$ cat config.mk
export PLATFORM = sky130hd
export DESIGN_NAME = rx_arrival_stamp
export DESIGN_NICKNAME = d
export VERILOG_FILES = /design/src/hw/rx_ts_pkg.sv /design/src/hw/rx_arrival_stamp.sv
export VERILOG_INCLUDE_DIRS = /design/src /design/src/hw
export SDC_FILE = /design/constraint.sdc
export NUM_CORES = 1
export LEC_CHECK = 0
export BUFFER_PORTS_ARGS = -buffer_cell sky130_fd_sc_hd__buf_2
export CELL_PAD_IN_SITES_DETAIL_PLACEMENT = 0
export CELL_PAD_IN_SITES_GLOBAL_PLACEMENT = 1
export CORE_ASPECT_RATIO = 1.75
export CORE_MARGIN = 2
export CORE_UTILIZATION = 38
export DETAILED_ROUTE_END_ITERATION = 12
export PLACE_DENSITY_LB_ADDON = 0.2
export REMOVE_ABC_BUFFERS = 1
export SETUP_SLACK_MARGIN = 0.4
export SYNTH_ARGS = -nofsm -noshare
export SYNTH_HDL_FRONTEND = slang
export SYNTH_SLANG_ARGS = --single-unit
$ cat constraint.sdc
create_clock -name ref_clk_i -period 1.25 [get_ports ref_clk_i]
set_clock_uncertainty 0.15 [all_clocks]
set_input_delay 0.0625 -clock ref_clk_i [delete_from_list [all_inputs] [get_ports ref_clk_i]]
set_output_delay 0.0625 -clock ref_clk_i [all_outputs]
set_load 0.1 [all_outputs]
$ cat src/hw/rx_ts_regs.svh
`ifndef RX_TS_REGS_SVH
`define RX_TS_REGS_SVH
`define WIDE_TS_W       96
`define NARROW_TS_W     64
`define RX_LANE_CNT     4
`define TX_LANE_CNT     4
`define VLANE_CNT       4
`define SERIAL_MBPS     10312.5
`define VLANE_PER_SER   2
`endif

$ cat src/hw/rx_ts_pkg.sv
`default_nettype none
package rx_ts_pkg;
  typedef logic [95:0] wide_time_t;
  typedef logic [63:0] narrow_time_t;
  typedef enum logic [1:0] {
    ST_IDLE = 2'b01,
    ST_HELD = 2'b10
  } cap_state_t;
endpackage
`default_nettype wire

$ cat src/hw/rx_arrival_stamp.sv
// Operation
// drive 96-bit arrival timestamp for every received packet.
// valid 96-bit timestamp in the same cycle as client start of packet.
// each strobe marks its timestamp's valid cycle, coincides with start.
// drive 64-bit arrival time-of-day for every received packet.
// valid 64-bit time in the same cycle as client start of packet.
// timestamp outputs and strobes exist only when format option enabled; here the ports always exist and are held at zero when disabled.
// receive-ready asserted only when all receive lanes are aligned.
// transmit-lanes-stable asserted only when all transmit lanes aligned.
// virtual lanes zero and one share serial lane zero at 10.3125 Gbps.
// capture time-of-day at link start, hold until client start.
`timescale 1ns/1ps
`default_nettype none
`include "rx_ts_regs.svh"
module rx_arrival_stamp
  import rx_ts_pkg::*;
#(
  parameter bit EN_WIDE   = 1'b1,
  parameter bit EN_NARROW = 1'b1
) (
  input  wire logic                      ref_clk_i,
  input  wire logic                      reset_i,
  input  wire logic [`WIDE_TS_W-1:0]     time_of_day_wide_i,
  input  wire logic [`NARROW_TS_W-1:0]   time_of_day_narrow_i,
  input  wire logic                      link_sop_i,
  input  wire logic                      client_sop_i,
  input  wire logic [`RX_LANE_CNT-1:0]   rx_lane_aligned_i,
  input  wire logic [`TX_LANE_CNT-1:0]   tx_lane_aligned_i,
  input  wire logic [`VLANE_CNT-1:0]     vlane_bit_i,
  output logic                           client_sop_o,
  output logic [`WIDE_TS_W-1:0]          rx_arrival_time_wide_o,
  output logic                           rx_arrival_time_wide_strobe_o,
  output logic [`NARROW_TS_W-1:0]        rx_arrival_time_narrow_o,
  output logic                           rx_arrival_time_narrow_strobe_o,
  output logic                           rx_ready_o,
  output logic                           tx_lanes_stable_o,
  output logic [`VLANE_CNT/`VLANE_PER_SER-1:0] serial_lane_o
);

  cap_state_t   state_r;
  cap_state_t   state_nxt;
  wide_time_t   wide_hold_r;
  narrow_time_t narrow_hold_r;
  logic [`VLANE_CNT/`VLANE_PER_SER-1:0] mux_sel_r;
  wire logic [`VLANE_CNT/`VLANE_PER_SER-1:0] serial_nxt;
  // checks skip the edge that leaves reset; the design already updates normally there
  logic         rst_dly_r;

  function automatic logic lanes_all_up(input logic [`RX_LANE_CNT-1:0] lanes);
    return &lanes;
  endfunction

  wire logic   rx_all_up = lanes_all_up(rx_lane_aligned_i);
  wire logic   tx_all_up = lanes_all_up(tx_lane_aligned_i);

  // a same-cycle link start and client start means zero pipeline latency
  wire logic   take_live = link_sop_i && client_sop_i;
  // single-entry hold: a second link start before its client start wins
  wire logic   hold_load = link_sop_i;
  wire wide_time_t   wide_src   = take_live ? time_of_day_wide_i   : wide_hold_r;
  wire narrow_time_t narrow_src = take_live ? time_of_day_narrow_i : narrow_hold_r;

  always_comb begin
    state_nxt = state_r;
    case (state_r)
      ST_IDLE: begin
        if (link_sop_i && !client_sop_i) begin
          state_nxt = ST_HELD;
        end
      end
      ST_HELD: begin
        if (client_sop_i && !link_sop_i) begin
          state_nxt = ST_IDLE;
        end
      end
      default: begin
        state_nxt = ST_IDLE;
      end
    endcase
  end

  always_ff @(posedge ref_clk_i) begin
    if (reset_i) begin
      state_r       <= ST_IDLE;
      wide_hold_r   <= '0;
      narrow_hold_r <= '0;
    end else begin
      state_r <= state_nxt;
      if (hold_load) begin
        wide_hold_r   <= time_of_day_wide_i;
        narrow_hold_r <= time_of_day_narrow_i;
      end
    end
  end

  // client start is re-registered so stamp and start leave together
  always_ff @(posedge ref_clk_i) begin
    if (reset_i) begin
      client_sop_o                    <= 1'b0;
      rx_arrival_time_wide_o          <= '0;
      rx_arrival_time_wide_strobe_o   <= 1'b0;
      rx_arrival_time_narrow_o        <= '0;
      rx_arrival_time_narrow_strobe_o <= 1'b0;
    end else begin
      client_sop_o <= client_sop_i;
      if (client_sop_i) begin
        rx_arrival_time_wide_o   <= EN_WIDE ? wide_src : '0;
        rx_arrival_time_narrow_o <= EN_NARROW ? narrow_src : '0;
      end
      rx_arrival_time_wide_strobe_o   <= EN_WIDE && client_sop_i;
      rx_arrival_time_narrow_strobe_o <= EN_NARROW && client_sop_i;
    end
  end

  always_ff @(posedge ref_clk_i) begin
    if (reset_i) begin
      rx_ready_o        <= 1'b0;
      tx_lanes_stable_o <= 1'b0;
      mux_sel_r         <= '0;
      serial_lane_o     <= '0;
      rst_dly_r         <= 1'b1;
    end else begin
      rx_ready_o        <= rx_all_up;
      tx_lanes_stable_o <= tx_all_up;
      mux_sel_r         <= ~mux_sel_r;
      serial_lane_o     <= serial_nxt;
      rst_dly_r         <= 1'b0;
    end
  end

  // two virtual lanes time-share each serial lane, alternating per cycle
  genvar g;
  generate
    for (g = 0; g < `VLANE_CNT/`VLANE_PER_SER; g++) begin : g_ser
      assign serial_nxt[g] = mux_sel_r[g] ? vlane_bit_i[2*g+1] : vlane_bit_i[2*g];
    end
  endgenerate

  AST_WIDE_STROBE_SOP: assert property (@(posedge ref_clk_i) disable iff (reset_i)
    EN_WIDE |-> (rx_arrival_time_wide_strobe_o == client_sop_o))
    else $error("wide strobe not aligned with start");
  AST_NARROW_STROBE_SOP: assert property (@(posedge ref_clk_i) disable iff (reset_i)
    EN_NARROW |-> (rx_arrival_time_narrow_strobe_o == client_sop_o))
    else $error("narrow strobe not aligned with start");
  AST_WIDE_LIVE: assert property (@(posedge ref_clk_i) disable iff (reset_i)
    (EN_WIDE && link_sop_i && client_sop_i) |=> rx_arrival_time_wide_o == $past(time_of_day_wide_i))
    else $error("wide stamp wrong");
  AST_NARROW_HELD: assert property (@(posedge ref_clk_i) disable iff (reset_i)
    (EN_NARROW && link_sop_i && !client_sop_i) ##1 (client_sop_i && !link_sop_i)
    |=> rx_arrival_time_narrow_o == $past(time_of_day_narrow_i, 2))
    else $error("narrow held stamp wrong");
  AST_WIDE_OFF: assert property (@(posedge ref_clk_i) disable iff (reset_i)
    !EN_WIDE |-> !rx_arrival_time_wide_strobe_o)
    else $error("wide strobe while disabled");
  AST_NARROW_STABLE: assert property (@(posedge ref_clk_i) disable iff (reset_i)
    !client_sop_i |=> $stable(rx_arrival_time_narrow_o))
    else $error("narrow stamp moved without start");
  AST_RX_READY: assert property (@(posedge ref_clk_i) disable iff (reset_i)
    rx_ready_o |-> &$past(rx_lane_aligned_i))
    else $error("rx ready without alignment");
  AST_TX_STABLE: assert property (@(posedge ref_clk_i) disable iff (reset_i)
    !(&tx_lane_aligned_i) |=> !tx_lanes_stable_o)
    else $error("tx stable without alignment");
  AST_SERIAL_MUX: assert property (@(posedge ref_clk_i) disable iff (reset_i || rst_dly_r)
    ##1 serial_lane_o[0] == ($past(mux_sel_r[0]) ? $past(vlane_bit_i[1]) : $past(vlane_bit_i[0])))
    else $error("serial lane zero mux wrong");
  AST_SERIAL_MUX_HI: assert property (@(posedge ref_clk_i) disable iff (reset_i || rst_dly_r)
    ##1 serial_lane_o[1] == ($past(mux_sel_r[1]) ? $past(vlane_bit_i[3]) : $past(vlane_bit_i[2])))
    else $error("serial lane one mux wrong");
  AST_LANE_TOGGLE: assert property (@(posedge ref_clk_i) disable iff (reset_i || rst_dly_r)
    ##1 mux_sel_r[0] != $past(mux_sel_r[0]))
    else $error("serial lane select did not alternate");

  AST_NARROW_LIVE: assert property (@(posedge ref_clk_i) disable iff (reset_i || rst_dly_r)
    (EN_NARROW && link_sop_i && client_sop_i) |=> rx_arrival_time_narrow_o == $past(time_of_day_narrow_i))
    else $error("narrow stamp wrong");
  AST_WIDE_HELD: assert property (@(posedge ref_clk_i) disable iff (reset_i || rst_dly_r)
    (EN_WIDE && link_sop_i && !client_sop_i) ##1 (client_sop_i && !link_sop_i)
    |=> rx_arrival_time_wide_o == $past(time_of_day_wide_i, 2))
    else $error("wide held stamp wrong");
  AST_HOLD_LATEST: assert property (@(posedge ref_clk_i) disable iff (reset_i || rst_dly_r)
    (EN_NARROW && link_sop_i && !client_sop_i) ##1 (link_sop_i && !client_sop_i)
    ##1 (client_sop_i && !link_sop_i) |=> rx_arrival_time_narrow_o == $past(time_of_day_narrow_i, 2))
    else $error("second link start did not replace hold");
  AST_WIDE_STABLE: assert property (@(posedge ref_clk_i) disable iff (reset_i || rst_dly_r)
    !client_sop_i |=> $stable(rx_arrival_time_wide_o))
    else $error("wide stamp moved without start");

  AST_SOP_FOLLOWS: assert property (@(posedge ref_clk_i) disable iff (reset_i || rst_dly_r)
    ##1 client_sop_o == $past(client_sop_i))
    else $error("client start not passed through");
  AST_WIDE_STROBE_RISE: assert property (@(posedge ref_clk_i) disable iff (reset_i || rst_dly_r)
    (EN_WIDE && client_sop_i) |=> rx_arrival_time_wide_strobe_o)
    else $error("wide strobe missing after start");
  AST_NARROW_STROBE_RISE: assert property (@(posedge ref_clk_i) disable iff (reset_i || rst_dly_r)
    (EN_NARROW && client_sop_i) |=> rx_arrival_time_narrow_strobe_o)
    else $error("narrow strobe missing after start");
  AST_STROBES_TOGETHER: assert property (@(posedge ref_clk_i) disable iff (reset_i)
    (EN_WIDE && EN_NARROW) |-> (rx_arrival_time_wide_strobe_o == rx_arrival_time_narrow_strobe_o))
    else $error("strobes out of step");

  AST_NARROW_OFF: assert property (@(posedge ref_clk_i) disable iff (reset_i)
    !EN_NARROW |-> !rx_arrival_time_narrow_strobe_o)
    else $error("narrow strobe while disabled");
  AST_WIDE_ZERO_OFF: assert property (@(posedge ref_clk_i) disable iff (reset_i)
    !EN_WIDE |-> (rx_arrival_time_wide_o == '0))
    else $error("wide stamp while disabled");
  AST_NARROW_ZERO_OFF: assert property (@(posedge ref_clk_i) disable iff (reset_i)
    !EN_NARROW |-> (rx_arrival_time_narrow_o == '0))
    else $error("narrow stamp while disabled");

  AST_RX_READY_SET: assert property (@(posedge ref_clk_i) disable iff (reset_i || rst_dly_r)
    (&rx_lane_aligned_i) |=> rx_ready_o)
    else $error("rx ready missing after alignment");
  AST_TX_STABLE_SET: assert property (@(posedge ref_clk_i) disable iff (reset_i || rst_dly_r)
    (&tx_lane_aligned_i) |=> tx_lanes_stable_o)
    else $error("tx stable missing after alignment");

  AST_HELD_ON_LINK: assert property (@(posedge ref_clk_i) disable iff (reset_i || rst_dly_r)
    (link_sop_i && !client_sop_i) |=> (state_r == ST_HELD))
    else $error("hold not pending after link start");
  AST_IDLE_ON_CLIENT: assert property (@(posedge ref_clk_i) disable iff (reset_i || rst_dly_r)
    (client_sop_i && !link_sop_i) |=> (state_r == ST_IDLE))
    else $error("hold still pending after client start");

endmodule
`default_nettype wire

# Word level (Yosys, flattened, before mapping)
# Index checks and enable logic that the tools add are counted.
# op_classes
muxes,4
reduce_logical,3
bitwise_logic,1
# op_table
op,count
$mux 96,1
$mux 64,1
$reduce_and 4->1,2
$mux 1,2
$not 2->2,1
$logic_and 1x1->1,1
# totals
elab_cells,17
ff_bits,327
input_bits,176
out_inout_bits,167

# Longest topological paths before layout
# Gate-level depths: netlist of the first run.
# logic_depth
word_depth,2
mapped_depth,5
mapped_depth_nobuf,2

# Worst setup path after synthesis of the first run
# OpenSTA, ideal clock, no wires.
# synth_path
kind,reg2out
from,register rx_arrival_time_narrow_strobe_o
to,output port rx_arrival_time_narrow_strobe_o
stages_incl_launch_ff,2
n_path_buf,1
required_time_ns,1.038
arrival_time_ns,1.374
path_slack_ns,-0.337
cell_sequence,dfxtp_1 -> buf_4
# synth_rtl
item,line,source
"start, declared",rx_arrival_stamp.sv:34,"output logic rx_arrival_time_narrow_strobe_o,"
"start signal, assigned",rx_arrival_stamp.sv:111,rx_arrival_time_narrow_strobe_o <= EN_NARROW && client_sop_i;
# No word-level cell between the ends.

==> results of run 1 <==
-- state kept, by name (all words and copies together), names as in the netlist --
name	count
mux_sel_r	2
narrow_hold_r	64
rx_arrival_time_narrow_o	64
rx_arrival_time_narrow_strobe_o	1
rx_arrival_time_wide_o	96
rx_ready_o	1
serial_lane_o	2
tx_lanes_stable_o	1
wide_hold_r	96
-- cells in the mapped netlist, drive strengths merged --
cell / n
nand4: 2
buf: 44
nor2: 326
clkbuf: 48
mux2i: 162
nor2b: 1
dfxtp: 327
a211oi: 160
-- cell families (layout without fill, tap and decap cells) --
logic type	count (synthesis)	in the layout	synth area share, %
muxes	162	162	14.6
buffers and inverters	92	667	4.34
DFF	327	327	59.0
other	0	4	0
AOI/OAI and AO/OA	160	160	10.8
and+or+nand+nor	329	329	11.2
-- what timing repair did --
action / in CTS / in global routing
pin swaps: 89 / 123
setup endpoints to repair: 326 / 494
hold buffers: 173 / 1
resized for setup: 235 / 339
hold endpoints to repair: 327 / 207
setup buffers: 20 / 33
-- metal layers --
layer	vias up	GRT usage, %	part of all wire (%)
li1	4771	-	-
met1	4666	21.4	36
met2	274	39.9	56
met3	60	3.84	4.8
met4	0	8.05	3.1
met5	-	0	0
-- final cells by class --
cell class                      instances  area, sq um
Clock buffer                           45          918
Antenna cell                            4         10.0
Timing Repair Buffer                  610         7080
Fill cell                            1877         7890
Clock inverter                         12          139
Sequential cell                       327         6910
Multi-Input combinational cell        651         5300
Tap cell                              378          473
-- power by group --
group / total [mW] / internal (mW) / switching (mW) / leakage [nW]
clock network: 9.72 / 5.69 / 4.02 / 0.530
logic: 7.51 / 3.12 / 4.39 / 5.14
registers: 11.7 / 11.2 / 0.564 / 2.79
-- final timing paths --
kind / endpoint / slack, ps / cells past startpoint
max: rx_arrival_time_wide_strobe_o / -100 / 1
min: rx_arrival_time_wide_o[69]$_SDFFE_PP0P_ / -270 / 2
max reg2reg: rx_arrival_time_wide_o[52]$_SDFFE_PP0P_ / 240 / 4
min reg2reg: mux_sel_r[1]$_SDFF_PP0_ / 270 / 1
==> results.md, run 1 <==
* Synth Register Bits at 327
* Drt first pass iters at 5
* Clock transition at the registers of the reported paths at around 60 ps
* Final hold violation count at 75
* Final setup fails at 191
* CP endpoint kind: output port
* FF-to-FF Start: rx_arrival_time_wide_o[52]$_SDFFE_PP0P_
* Clk buf depth at 3
* Power per Cell Area at about 1400 nW/um^2
* Worst min path class: input pin to flop
* Post-route cell area at roughly 21000 sq um
* CP delay by family, top: flip-flops
* H-tree depth reported by CTS at 1
* Fin Hold WS at -271 ps
* Drt initial violations at between 200 and 300
* Die width at 133 um
* Initial antenna violation count at 1
* Worst-Margin Slew at between 400 and 500 ps
* Largest net degree at the start of global routing at 54
* DP Area at roughly 16000 sq um
* TNS Setup at -9410 ps
* Buffers on Ports at 342
* Top-area cell type share of the netlist area at roughly three fifths
* Critical Path RT at 1040 ps
* Leakage at between 8 and 9 nW
* DR WL/cell at approximately 17 um
* CP Buf/Inv Count at 1
* GPL Wtd Cong at 0.749
* CTS tree: built
* Commonest non-fill, non-tap cell in the layout: nor2_1
* Worst setup margin at -97.1 ps
* Final min period at about 1300 ps
* Boundary pin count at around 340
* Tot Pwr at 29.0 mW
* Worst-path maximum fanout at 3
* Top cells by area, synth: dfxtp_1 (59%), mux2i_1 (15%), nor2_1 (11%), a211oi_1 (11%), clkbuf_1 (1.6%)
* Clk Latency, worst-skew pair at ~560 ps
* Post-synthesis sequential area ratio at between 50% and 60%
* Worst vdd ir at around 1.3 mV
* ANT nets after route at 0
* Fin nets at 1797
* Total core area at 28700 sq um
* Startpoint Class: flop
* DRT Wirelength at 34.8 mm
* WS Path Type: flop to output port
* CP peak stage delay at 400 ps
* DRC violations left at 0
* Worst path arrival time at around 1100 ps
* Hold path startpoint: client_sop_i
* Critical-path top delay cell: dfxtp_4
* Netlist cell types at 11
* CTS root buf: clkbuf_16
* Gr usage total at between 20% and 30%
* Initial Util at between 30% and 40%
* Fmax at 742 MHz
* Finished Layout Cells at between 2000 and 2500
* Failing checks: hold timing, setup timing
* Warnings from Yosys at 0
* Status: finished with violations
* Number of global-route vias before repair at ~9900
* Synth Instances at around 1100
* Synthesized cell area at 11100 sq um
* Pre-CTS setup slack at roughly 1.0 ps
* Most frequent cells in the layout: nor2_1 (278), buf_12 (187), dfxtp_2 (185), dlygate4sd3_1 (173), buf_2 (172)
* Vias per cell at a little under 5
* Row cnt at 82
* Die area at slightly above 30000 sq um
* Die Ht at between 200 and 250 um
* Global route overflow at 0
* Util after Layout at between 70% and 80%
* Inst Count DP at 1740
* Cell taking the most area after synthesis: dfxtp_1
* Layout cells sized above 1 at around 56%
* Final Max Tran Viols at 0
* Clock sink total at roughly 330
* Fin crit share at 108%
* Total of max-cap violations at 0
* Slew headroom at around 73%
* CP startpoint: rx_arrival_time_narrow_strobe_o$_SDFF_PP0_
* Final HPWL DP at about 21 mm
* CP cell instances: buf_12
* Syn Area/Cell at 10.4 sq um
* CTS buffer count at 31
* Unrepaired setup endpoints after global routing: true
* First-pass GRT wire length at approximately 50 mm
* Area Overhead vs Synth at 87.8%
* Via count at 9771
Note: power is estimated with default switching activity, not from simulation.
==> run 2: changes to the inputs <==
--- a/config.mk
+++ b/config.mk
@@ -11,7 +11,7 @@
 export CELL_PAD_IN_SITES_GLOBAL_PLACEMENT = 1
 export CORE_ASPECT_RATIO = 1.75
 export CORE_MARGIN = 2
-export CORE_UTILIZATION = 38
+export CORE_UTILIZATION = 41
 export DETAILED_ROUTE_END_ITERATION = 12
 export PLACE_DENSITY_LB_ADDON = 0.2
 export REMOVE_ABC_BUFFERS = 1
==> constraint.sdc (replaced) <==
create_clock -name ref_clk_i -period 1.7 [get_ports ref_clk_i]
set_clock_uncertainty 0.15 [all_clocks]
set_input_delay 0.085 -clock ref_clk_i [delete_from_list [all_inputs] [get_ports ref_clk_i]]
set_output_delay 0.085 -clock ref_clk_i [all_outputs]
set_load 0.1 [all_outputs]
==> run 2 against run 1 <==
  * Critical endpoint is now rx_arrival_time_narrow_strobe_o
  * Die area fell by 7.1%
  * First-iteration DRC count is 14% higher
  * The run ends with hold timing left
  * Wire length down 2.9%
  * Highest routed layer unchanged
==> results.md, run 2 (same netlist as run 1, synthesis figures left out) <==
* Power per Cell Area at 1080 nW/um^2 (was 1390 nW/um^2)
* First-pass GRT wire length at 52.0 mm (was 51.2 mm)
* CTS tree: built (unchanged)
* Worst setup margin at 338 ps (was -97.1 ps)
* Fin Hold WS at -249 ps (was -271 ps)
* DRC violations left at 0 (unchanged)
* Clk buf depth at 3 (unchanged)
* CP endpoint kind: output port (unchanged)
* Final hold violation count at 80 (was 75)
* Final setup fails at 0 (was 191)
* Gate power share at 24.4% (was 25.9%)
* Number of global-route vias before repair at 10100 (was 9859)
* Startpoint Class: flop (unchanged)
* Worst R2R Setup Slack at 610 ps (was 240 ps)
* Post-route cell area at 19100 sq um (was 20800 sq um)
* DRT Wirelength at 33.8 mm (was 34.8 mm)
* DP Area at 13200 sq um (was 15800 sq um)
* Largest net degree at the start of global routing at 57 (was 54)
* Final Max Tran Viols at 0 (unchanged)
* DR WL/cell at 17.2 um (about the same)
* Area Overhead vs Synth at 72.4% (was 87.8%)
* Inst Count DP at 1680 (was 1740)
* WS Path Type: flop to output port (unchanged)
* Initial antenna violation count at 5 (was 1)
* CTS root buf: clkbuf_16 (unchanged)
* Clock transition at the registers of the reported paths at 60 ps (about the same)
* GPL Wtd Cong at 0.784 (was 0.749)
* Buffers on Ports at 342 (unchanged)
* Layout cells sized above 1 at 38.9% (was 55.7%)
* Total of max-cap violations at 0 (unchanged)
* Final min period at between 1000 and 1500 ps
* Fmax at roughly 730 MHz
* CP cell instances: buf_12 (unchanged)
* Worst path arrival time at 1130 ps (about the same)
* Commonest non-fill, non-tap cell in the layout: nor2_1 (unchanged)
* Met1 usage at 24.1% (was 21.4%)
* Boundary pin count at 343 (unchanged)
* Footprint of the multi-input gates at 4070 sq um (was 5300 sq um)
* Worst-path maximum fanout at 3 (unchanged)
* Final HPWL DP at 19.9 mm (was 21.1 mm)
* Clock power share at 34.0% (was 33.5%)
* M2 GR Usage at 41.2% (was 39.9%)
* Gr usage total at 22.7% (was 20.5%)
* Util after Layout at 71.9% (was 72.5%)
* Failing checks: hold timing (was hold timing, setup timing)
* Die width at 128 um (was 133 um)
* Vias per cell at 4.94 (was 4.82)
* Top Usage Layer GRT: met2 (unchanged)
* Sw Pwr at 6.26 mW (was 8.97 mW)
* Worst vdd ir at 0.975 mV (was 1.28 mV)
* Global route overflow at 0 (unchanged)
* CP peak stage delay at 390 ps (was 400 ps)
* Worst min path class: input pin to flop (unchanged)
* Pre-CTS setup slack at 311 ps (was 1.01 ps)
* Layout fillers at 1828 (was 1877)
* Pint at 14.3 mW (was 20.0 mW)
* Slew headroom at 72.9% (was 72.5%)
* M3 GR Usage at 4.92% (was 3.84%)
* Total core area at 26600 sq um (was 28700 sq um)
* H-tree depth reported by CTS at 1 (unchanged)
* Most frequent cells in the layout: nor2_1 (326), buf_12 (182), dlygate4sd3_1 (176), buf_2 (172) (was nor2_1 (278), buf_12 (187), dfxtp_2 (185), dlygate4sd3_1 (173), buf_2 (172))
* Initial Util at 41.7% (was 38.6%)
* Fin nets at 1786 (was 1797)
* Finished Layout Cells at 1962 (was 2027)
* Fin crit share at approximately 80%
* Row cnt at 79 (was 82)
* Die Ht at 222 um (was 230 um)
* Sw Ratio at 30.4% (was 31.0%)
* Sequential share of power at 41.6% (was 40.5%)
* Largest registers: rx_arrival_time_wide_o: 96 flops, wide_hold_r: 96 flops (unchanged)
* Status: finished with violations (unchanged)
* Worst-Margin Slew at 406 ps (was 411 ps)
* CTS buffer count at 30 (was 31)
* ANT nets after route at 0 (unchanged)
* Die area at 28400 sq um (was 30600 sq um)
* Critical Path RT at 1460 ps (was 1040 ps)
* CP delay by family, top: flip-flops (unchanged)
* Drt initial violations at 332 (was 292)
* Critical-path top delay cell: dfxtp_4 (unchanged)
* FF+latch area at 6800 sq um (was 6910 sq um)
* Via count at 9701 (was 9771)
* CP Buf/Inv Count at 1 (unchanged)
* Leakage at 8.34 nW (was 8.46 nW)
* Unrepaired setup endpoints after global routing: true (unchanged)
* Drt first pass iters at 4 (was 5)
* Clock sink total at 327 (unchanged)
* Clk Latency, worst-skew pair at 560 ps (about the same)
==> run 2: cell types whose count changed in the layout (fill, tap and decap cells not counted), sizes merged <==
cell	previous run	this run
diode	4	5
buf	436	423
clkbuf	46	48
dlygate4sd3	173	176
clkinv	9	5
==> run 2: worst paths after layout <==
path / startpoint / to / cells past startpoint
min: client_sop_i / rx_arrival_time_wide_o[31]$_SDFFE_PP0P_ / 2
max: rx_arrival_time_narrow_strobe_o$_SDFF_PP0_ / rx_arrival_time_narrow_strobe_o / 1
min reg2reg: mux_sel_r[0]$_SDFF_PP0_ / mux_sel_r[0]$_SDFF_PP0_ / 1
max reg2reg: rx_arrival_time_narrow_o[22]$_SDFFE_PP0P_ / rx_arrival_time_narrow_o[22]$_SDFFE_PP0P_ / 4
==> run 2: layout make-up <==
cell class / count / area share (%)
Timing Repair Buffer: 600 / 35.6
Sequential cell: 327 / 35.6
Multi-Input combinational cell: 651 / 21.3
Clock buffer: 47 / 4.79
Tap cell: 324 / 2.12
Clock inverter: 8 / 0.602
Antenna cell: 5 / 0.0654
==> run 2: repair_timing <==
action,CTS,global route
setup endpoints to repair,167,168
buffers inserted,16,30
gates resized for setup,838,15
endpoints found under the hold margin,327,66
hold buffers,173,3
cloned,0,0
==> run 2: metal layers <==
layer	share of wire [%]	vias up
li1	-	4752
met1	37	4527
met2	52	328
met3	5.6	94
met4	5.2	0
met5	0	-
==> run 2: stage by stage <==
stage	TNS (ps)	power, mW
after floorplan	-2200	11.1
after global placement	0	12.2
after detailed placement	0	12.2
after CTS	0	20.6
after global routing	0	21.3
final	0	20.6
==> run 2: power groups by stage <==
stage,Combinational [mW],Sequential (mW),Clock [mW]
2_1_floorplan,0.653,10.5,0
3_3_place_gp,3.68,8.51,0
3_5_place_dp,3.70,8.52,0
4_1_cts,4.91,8.57,7.14
5_1_grt,5.25,8.62,7.46
6_report,5.03,8.58,7.00
==> run 3: changes to the inputs <==
--- a/config.mk
+++ b/config.mk
@@ -6,12 +6,13 @@
 export SDC_FILE = /design/constraint.sdc
 export NUM_CORES = 1
 export LEC_CHECK = 0
+export ABC_AREA = 1
 export BUFFER_PORTS_ARGS = -buffer_cell sky130_fd_sc_hd__buf_2
 export CELL_PAD_IN_SITES_DETAIL_PLACEMENT = 0
 export CELL_PAD_IN_SITES_GLOBAL_PLACEMENT = 1
 export CORE_ASPECT_RATIO = 1.75
 export CORE_MARGIN = 2
-export CORE_UTILIZATION = 41
+export CORE_UTILIZATION = 33
 export DETAILED_ROUTE_END_ITERATION = 12
 export PLACE_DENSITY_LB_ADDON = 0.2
 export REMOVE_ABC_BUFFERS = 1
==> constraint.sdc (replaced) <==
create_clock -name ref_clk_i -period 1.2 [get_ports ref_clk_i]
set_clock_uncertainty 0.15 [all_clocks]
set_input_delay 0.06 -clock ref_clk_i [delete_from_list [all_inputs] [get_ports ref_clk_i]]
set_output_delay 0.06 -clock ref_clk_i [all_outputs]
set_load 0.1 [all_outputs]
==> run 3 against run 2 <==
  * Sequential power grew 41%
  * The flow finishes with violations (hold timing, setup timing)
  * Sequential share of layout area fell by 2.7 points
  * Highest routed layer unchanged
  * Die area up 38%
  * Non-clock buffer count decreased by 31
  * Wire length up 16%
  * First-iteration DRC count is 8.4% lower
  * Critical path type unchanged
  * Critical path depth stayed put
  * Synthesized cell count grew 62%
  * Largest cell class is now sequential cells
  * Count of clock-buffer cells in the layout decreased by 10
==> results.md, run 3 <==
* GPL Wtd Cong at 0.812 (was 0.784)
* Worst path arrival time at 1140 ps (was 1130 ps)
* Slew headroom at 79.7% (was 72.9%)
* Post-synthesis sequential area ratio at 52.7% (was 59.0%)
* Drt first pass iters at 4 (unchanged)
* ANT nets after route at 0 (unchanged)
* CP peak stage delay at 390 ps (about the same)
* Worst-path maximum fanout at 2 (was 3)
* Pre-CTS setup slack at 39.4 ps (was 311 ps)
* Syn Area/Cell at 7.17 sq um (was 10.4 sq um)
* Util after Layout at 56.4% (was 71.9%)
* Synthesized cell area at 12400 sq um (was 11100 sq um)
* Synth Instances at 1733 (was 1070)
* Clk Latency, worst-skew pair at 560 ps (about the same)
* Total core area at 37400 sq um (was 26600 sq um)
* Final setup fails at 167 (was 0)
* Gr usage total at 19.2% (was 22.7%)
* Cell taking the most area after synthesis: dfxtp_1 (unchanged)
* Synth Flop Type: dfxtp_1 (unchanged)
* DP Area at 17400 sq um (was 13200 sq um)
* Global route overflow at 0 (unchanged)
* Min-Delay Endpoint: narrow_hold_r[44]$_SDFFE_PP0P_ (was rx_arrival_time_wide_o[31]$_SDFFE_PP0P_)
* Initial Util at 33.2% (was 41.7%)
* CTS buffer count at 31 (was 30)
* Worst min path class: input pin to flop (unchanged)
* Critical-path top delay cell: dfxtp_4 (unchanged)
* Via count at 12300 (was 9701)
* Most instantiated library cell after synthesis: nand2_1 (was dfxtp_1)
* Largest net degree at the start of global routing at 51 (was 57)
* Finished Layout Cells at 2729 (was 1962)
* Row cnt at 94 (was 79)
* Most frequent cells in the layout: nand2_1 (447), nor2_1 (229), buf_12 (195), dlygate4sd3_1 (172), buf_2 (172) (was nor2_1 (326), buf_12 (182), dlygate4sd3_1 (176), buf_2 (172))
* Largest registers: rx_arrival_time_wide_o: 96 flops, wide_hold_r: 96 flops (unchanged)
* Asr flop ratio synth at 0% (unchanged)
* Unrepaired setup endpoints after global routing: true (unchanged)
* Worst setup margin at -148 ps (was 338 ps)
* WP depth at 1 (unchanged)
* Startpoint Class: flop (unchanged)
* CTS tree: built (unchanged)
* WS Path Type: flop to output port (unchanged)
* Top cells by area, synth: dfxtp_1 (53%), nand2_1 (15%), nor2_1 (9.8%), a21oi_1 (6.5%), nand3_1 (6.4%) (was dfxtp_1 (59%), mux2i_1 (15%), nor2_1 (11%), a211oi_1 (11%), clkbuf_1 (1.6%))
* CP cell instances: buf_12 (unchanged)
* Die width at 151 um (was 128 um)
* Final hold violation count at 293 (was 80)
* H-tree depth reported by CTS at 1 (unchanged)
* Total of max-cap violations at 0 (unchanged)
* FF-to-FF path depth at 6 (was 4)
* Clock transition at the registers of the reported paths at 70 ps (was 60 ps)
* FF-to-FF Start: rx_arrival_time_wide_o[58]$_SDFFE_PP0P_ (was rx_arrival_time_narrow_o[22]$_SDFFE_PP0P_)
* Worst vdd ir at 1.24 mV (was 0.975 mV)
* Power per Cell Area at 1400 nW/um^2 (was 1080 nW/um^2)
* Drt initial violations at 304 (was 332)
* Clk buf depth at 3 (unchanged)
* Final HPWL DP at 27.1 mm (was 19.9 mm)
* Boundary pin count at 343 (unchanged)
* Fin crit share at 112%
* Clock sink total at 327 (unchanged)
* EDFF count, synth at 0 (unchanged)
* Buffers on Ports at 342 (unchanged)
* CTS root buf: clkbuf_16 (unchanged)
* Final Max Tran Viols at 0 (unchanged)
* Failing checks: hold timing, setup timing (was hold timing)
* Synth Register Bits at 327 (unchanged)
* DRC violations left at 0 (unchanged)
* Hold Buf Count CTS at 172 (was 173)
* Status: finished with violations (unchanged)
* Top-area cell type share of the netlist area at 52.7% (was 59.0%)
* First-pass GRT wire length at 60.3 mm (was 52.0 mm)
* CP Buf/Inv Count at 1 (unchanged)
* Netlist cell types at 13 (was 11)
* Area Overhead vs Synth at 69.8% (was 72.4%)
* Warnings from Yosys at 0 (unchanged)
* Vias per cell at 4.51 (was 4.94)
* Fmax at around 740 MHz
* Critical Path RT at 990 ps (was 1460 ps)
* Fin Hold WS at -294 ps (was -249 ps)
* Hold path startpoint: reset_i (was client_sop_i)
* N_diodes at 0 (was 5)
* Die area at 39300 sq um (was 28400 sq um)
* CP endpoint kind: output port (unchanged)
* Worst R2R Setup Slack at 210 ps (was 610 ps)
* DRT Wirelength at 39.2 mm (was 33.8 mm)
* Hold Crit Depth at 2 (unchanged)
* Number of global-route vias before repair at 12000 (was 10100)
* CP delay by family, top: flip-flops (unchanged)
* Fin nets at 2402 (was 1786)
* Final min period at approximately 1300 ps
* Inst Count DP at 2494 (was 1680)
* Synth top cells by count: nand2_1 (484), dfxtp_1 (327), nor2_1 (325) (was dfxtp_1 (327), nor2_1 (326), mux2i_1 (162))
* Commonest non-fill, non-tap cell in the layout: nand2_1 (was nor2_1)
* Leakage at 10.0 nW (was 8.34 nW)
* Tot Pwr at 29.6 mW (was 20.6 mW)
* Reg-to-Reg End: rx_arrival_time_wide_o[58]$_SDFFE_PP0P_ (was rx_arrival_time_narrow_o[22]$_SDFFE_PP0P_)
* Die Ht at 261 um (was 222 um)
* Worst-Margin Slew at 305 ps (was 406 ps)
* TNS Setup at -18400 ps (was 0 ps)
* Post-route cell area at 21100 sq um (was 19100 sq um)
* Initial antenna violation count at 0 (was 5)
* DR WL/cell at 14.4 um (was 17.2 um)
* Layout cells sized above 1 at 35.2% (was 38.9%)
==> run 3: metal layers <==
layer	GRT usage, %	wire length (um)	vias up
li1	-	-	6301
met1	19.0	14100	5680
met2	38.7	22000	246
met3	3.29	1690	72
met4	7.40	1470	0
met5	0	0	-
==> run 3: cells by family (layout without fill, tap and decap cells) <==
| family | after synthesis | count (layout) | synth area share [%] |
|---|---|---|---|
| AO/OA/AOI/OAI | 162 | 162 | 6.53 |
| buffers and inverters | 273 | 789 | 9.80 |
| flip-flops | 327 | 327 | 52.7 |
| AND/OR/NAND/NOR | 971 | 971 | 31.0 |
==> run 3: final cells by class <==
type	count	area, sq um
fillers	3431	16300
flip-flops and latches	327	6940
repair buffers	569	6750
multi-input cells	1133	5160
clock buffers	37	828
inverters	164	618
well taps	480	601
clock inverters	19	206
==> run 3: where the power goes <==
part | internal [mW] | switching [mW] | total [mW]
sequential | 11.6 | 0.584 | 12.1
clock | 5.77 | 4.26 | 10.0
combinational | 2.89 | 4.52 | 7.41
total | 20.2 | 9.37 | 29.6
==> run 3: worst max path at each step <==
stage	from	end	slack, ps
final	rx_arrival_time_wide_o[93]$_SDFFE_PP0P_	rx_arrival_time_wide_o[93]	-150
after global routing	rx_arrival_time_wide_o[93]$_SDFFE_PP0P_	rx_arrival_time_wide_o[93]	-180
after CTS	rx_arrival_time_wide_o[56]$_SDFFE_PP0P_	rx_arrival_time_wide_o[56]	-180
after detailed placement	link_sop_i	wide_hold_r[56]$_SDFFE_PP0P_	40
after global placement	link_sop_i	rx_arrival_time_wide_o[56]$_SDFFE_PP0P_	50
after floorplan	rx_arrival_time_narrow_strobe_o$_SDFF_PP0_	client_sop_o	-1210
==> run 3: repair_timing <==
item	CTS	global route
setup buffers	1	6
endpoints found under the setup margin	327	330
pin swaps	18	74
endpoints found under the hold margin	327	256
gates resized for setup	224	197
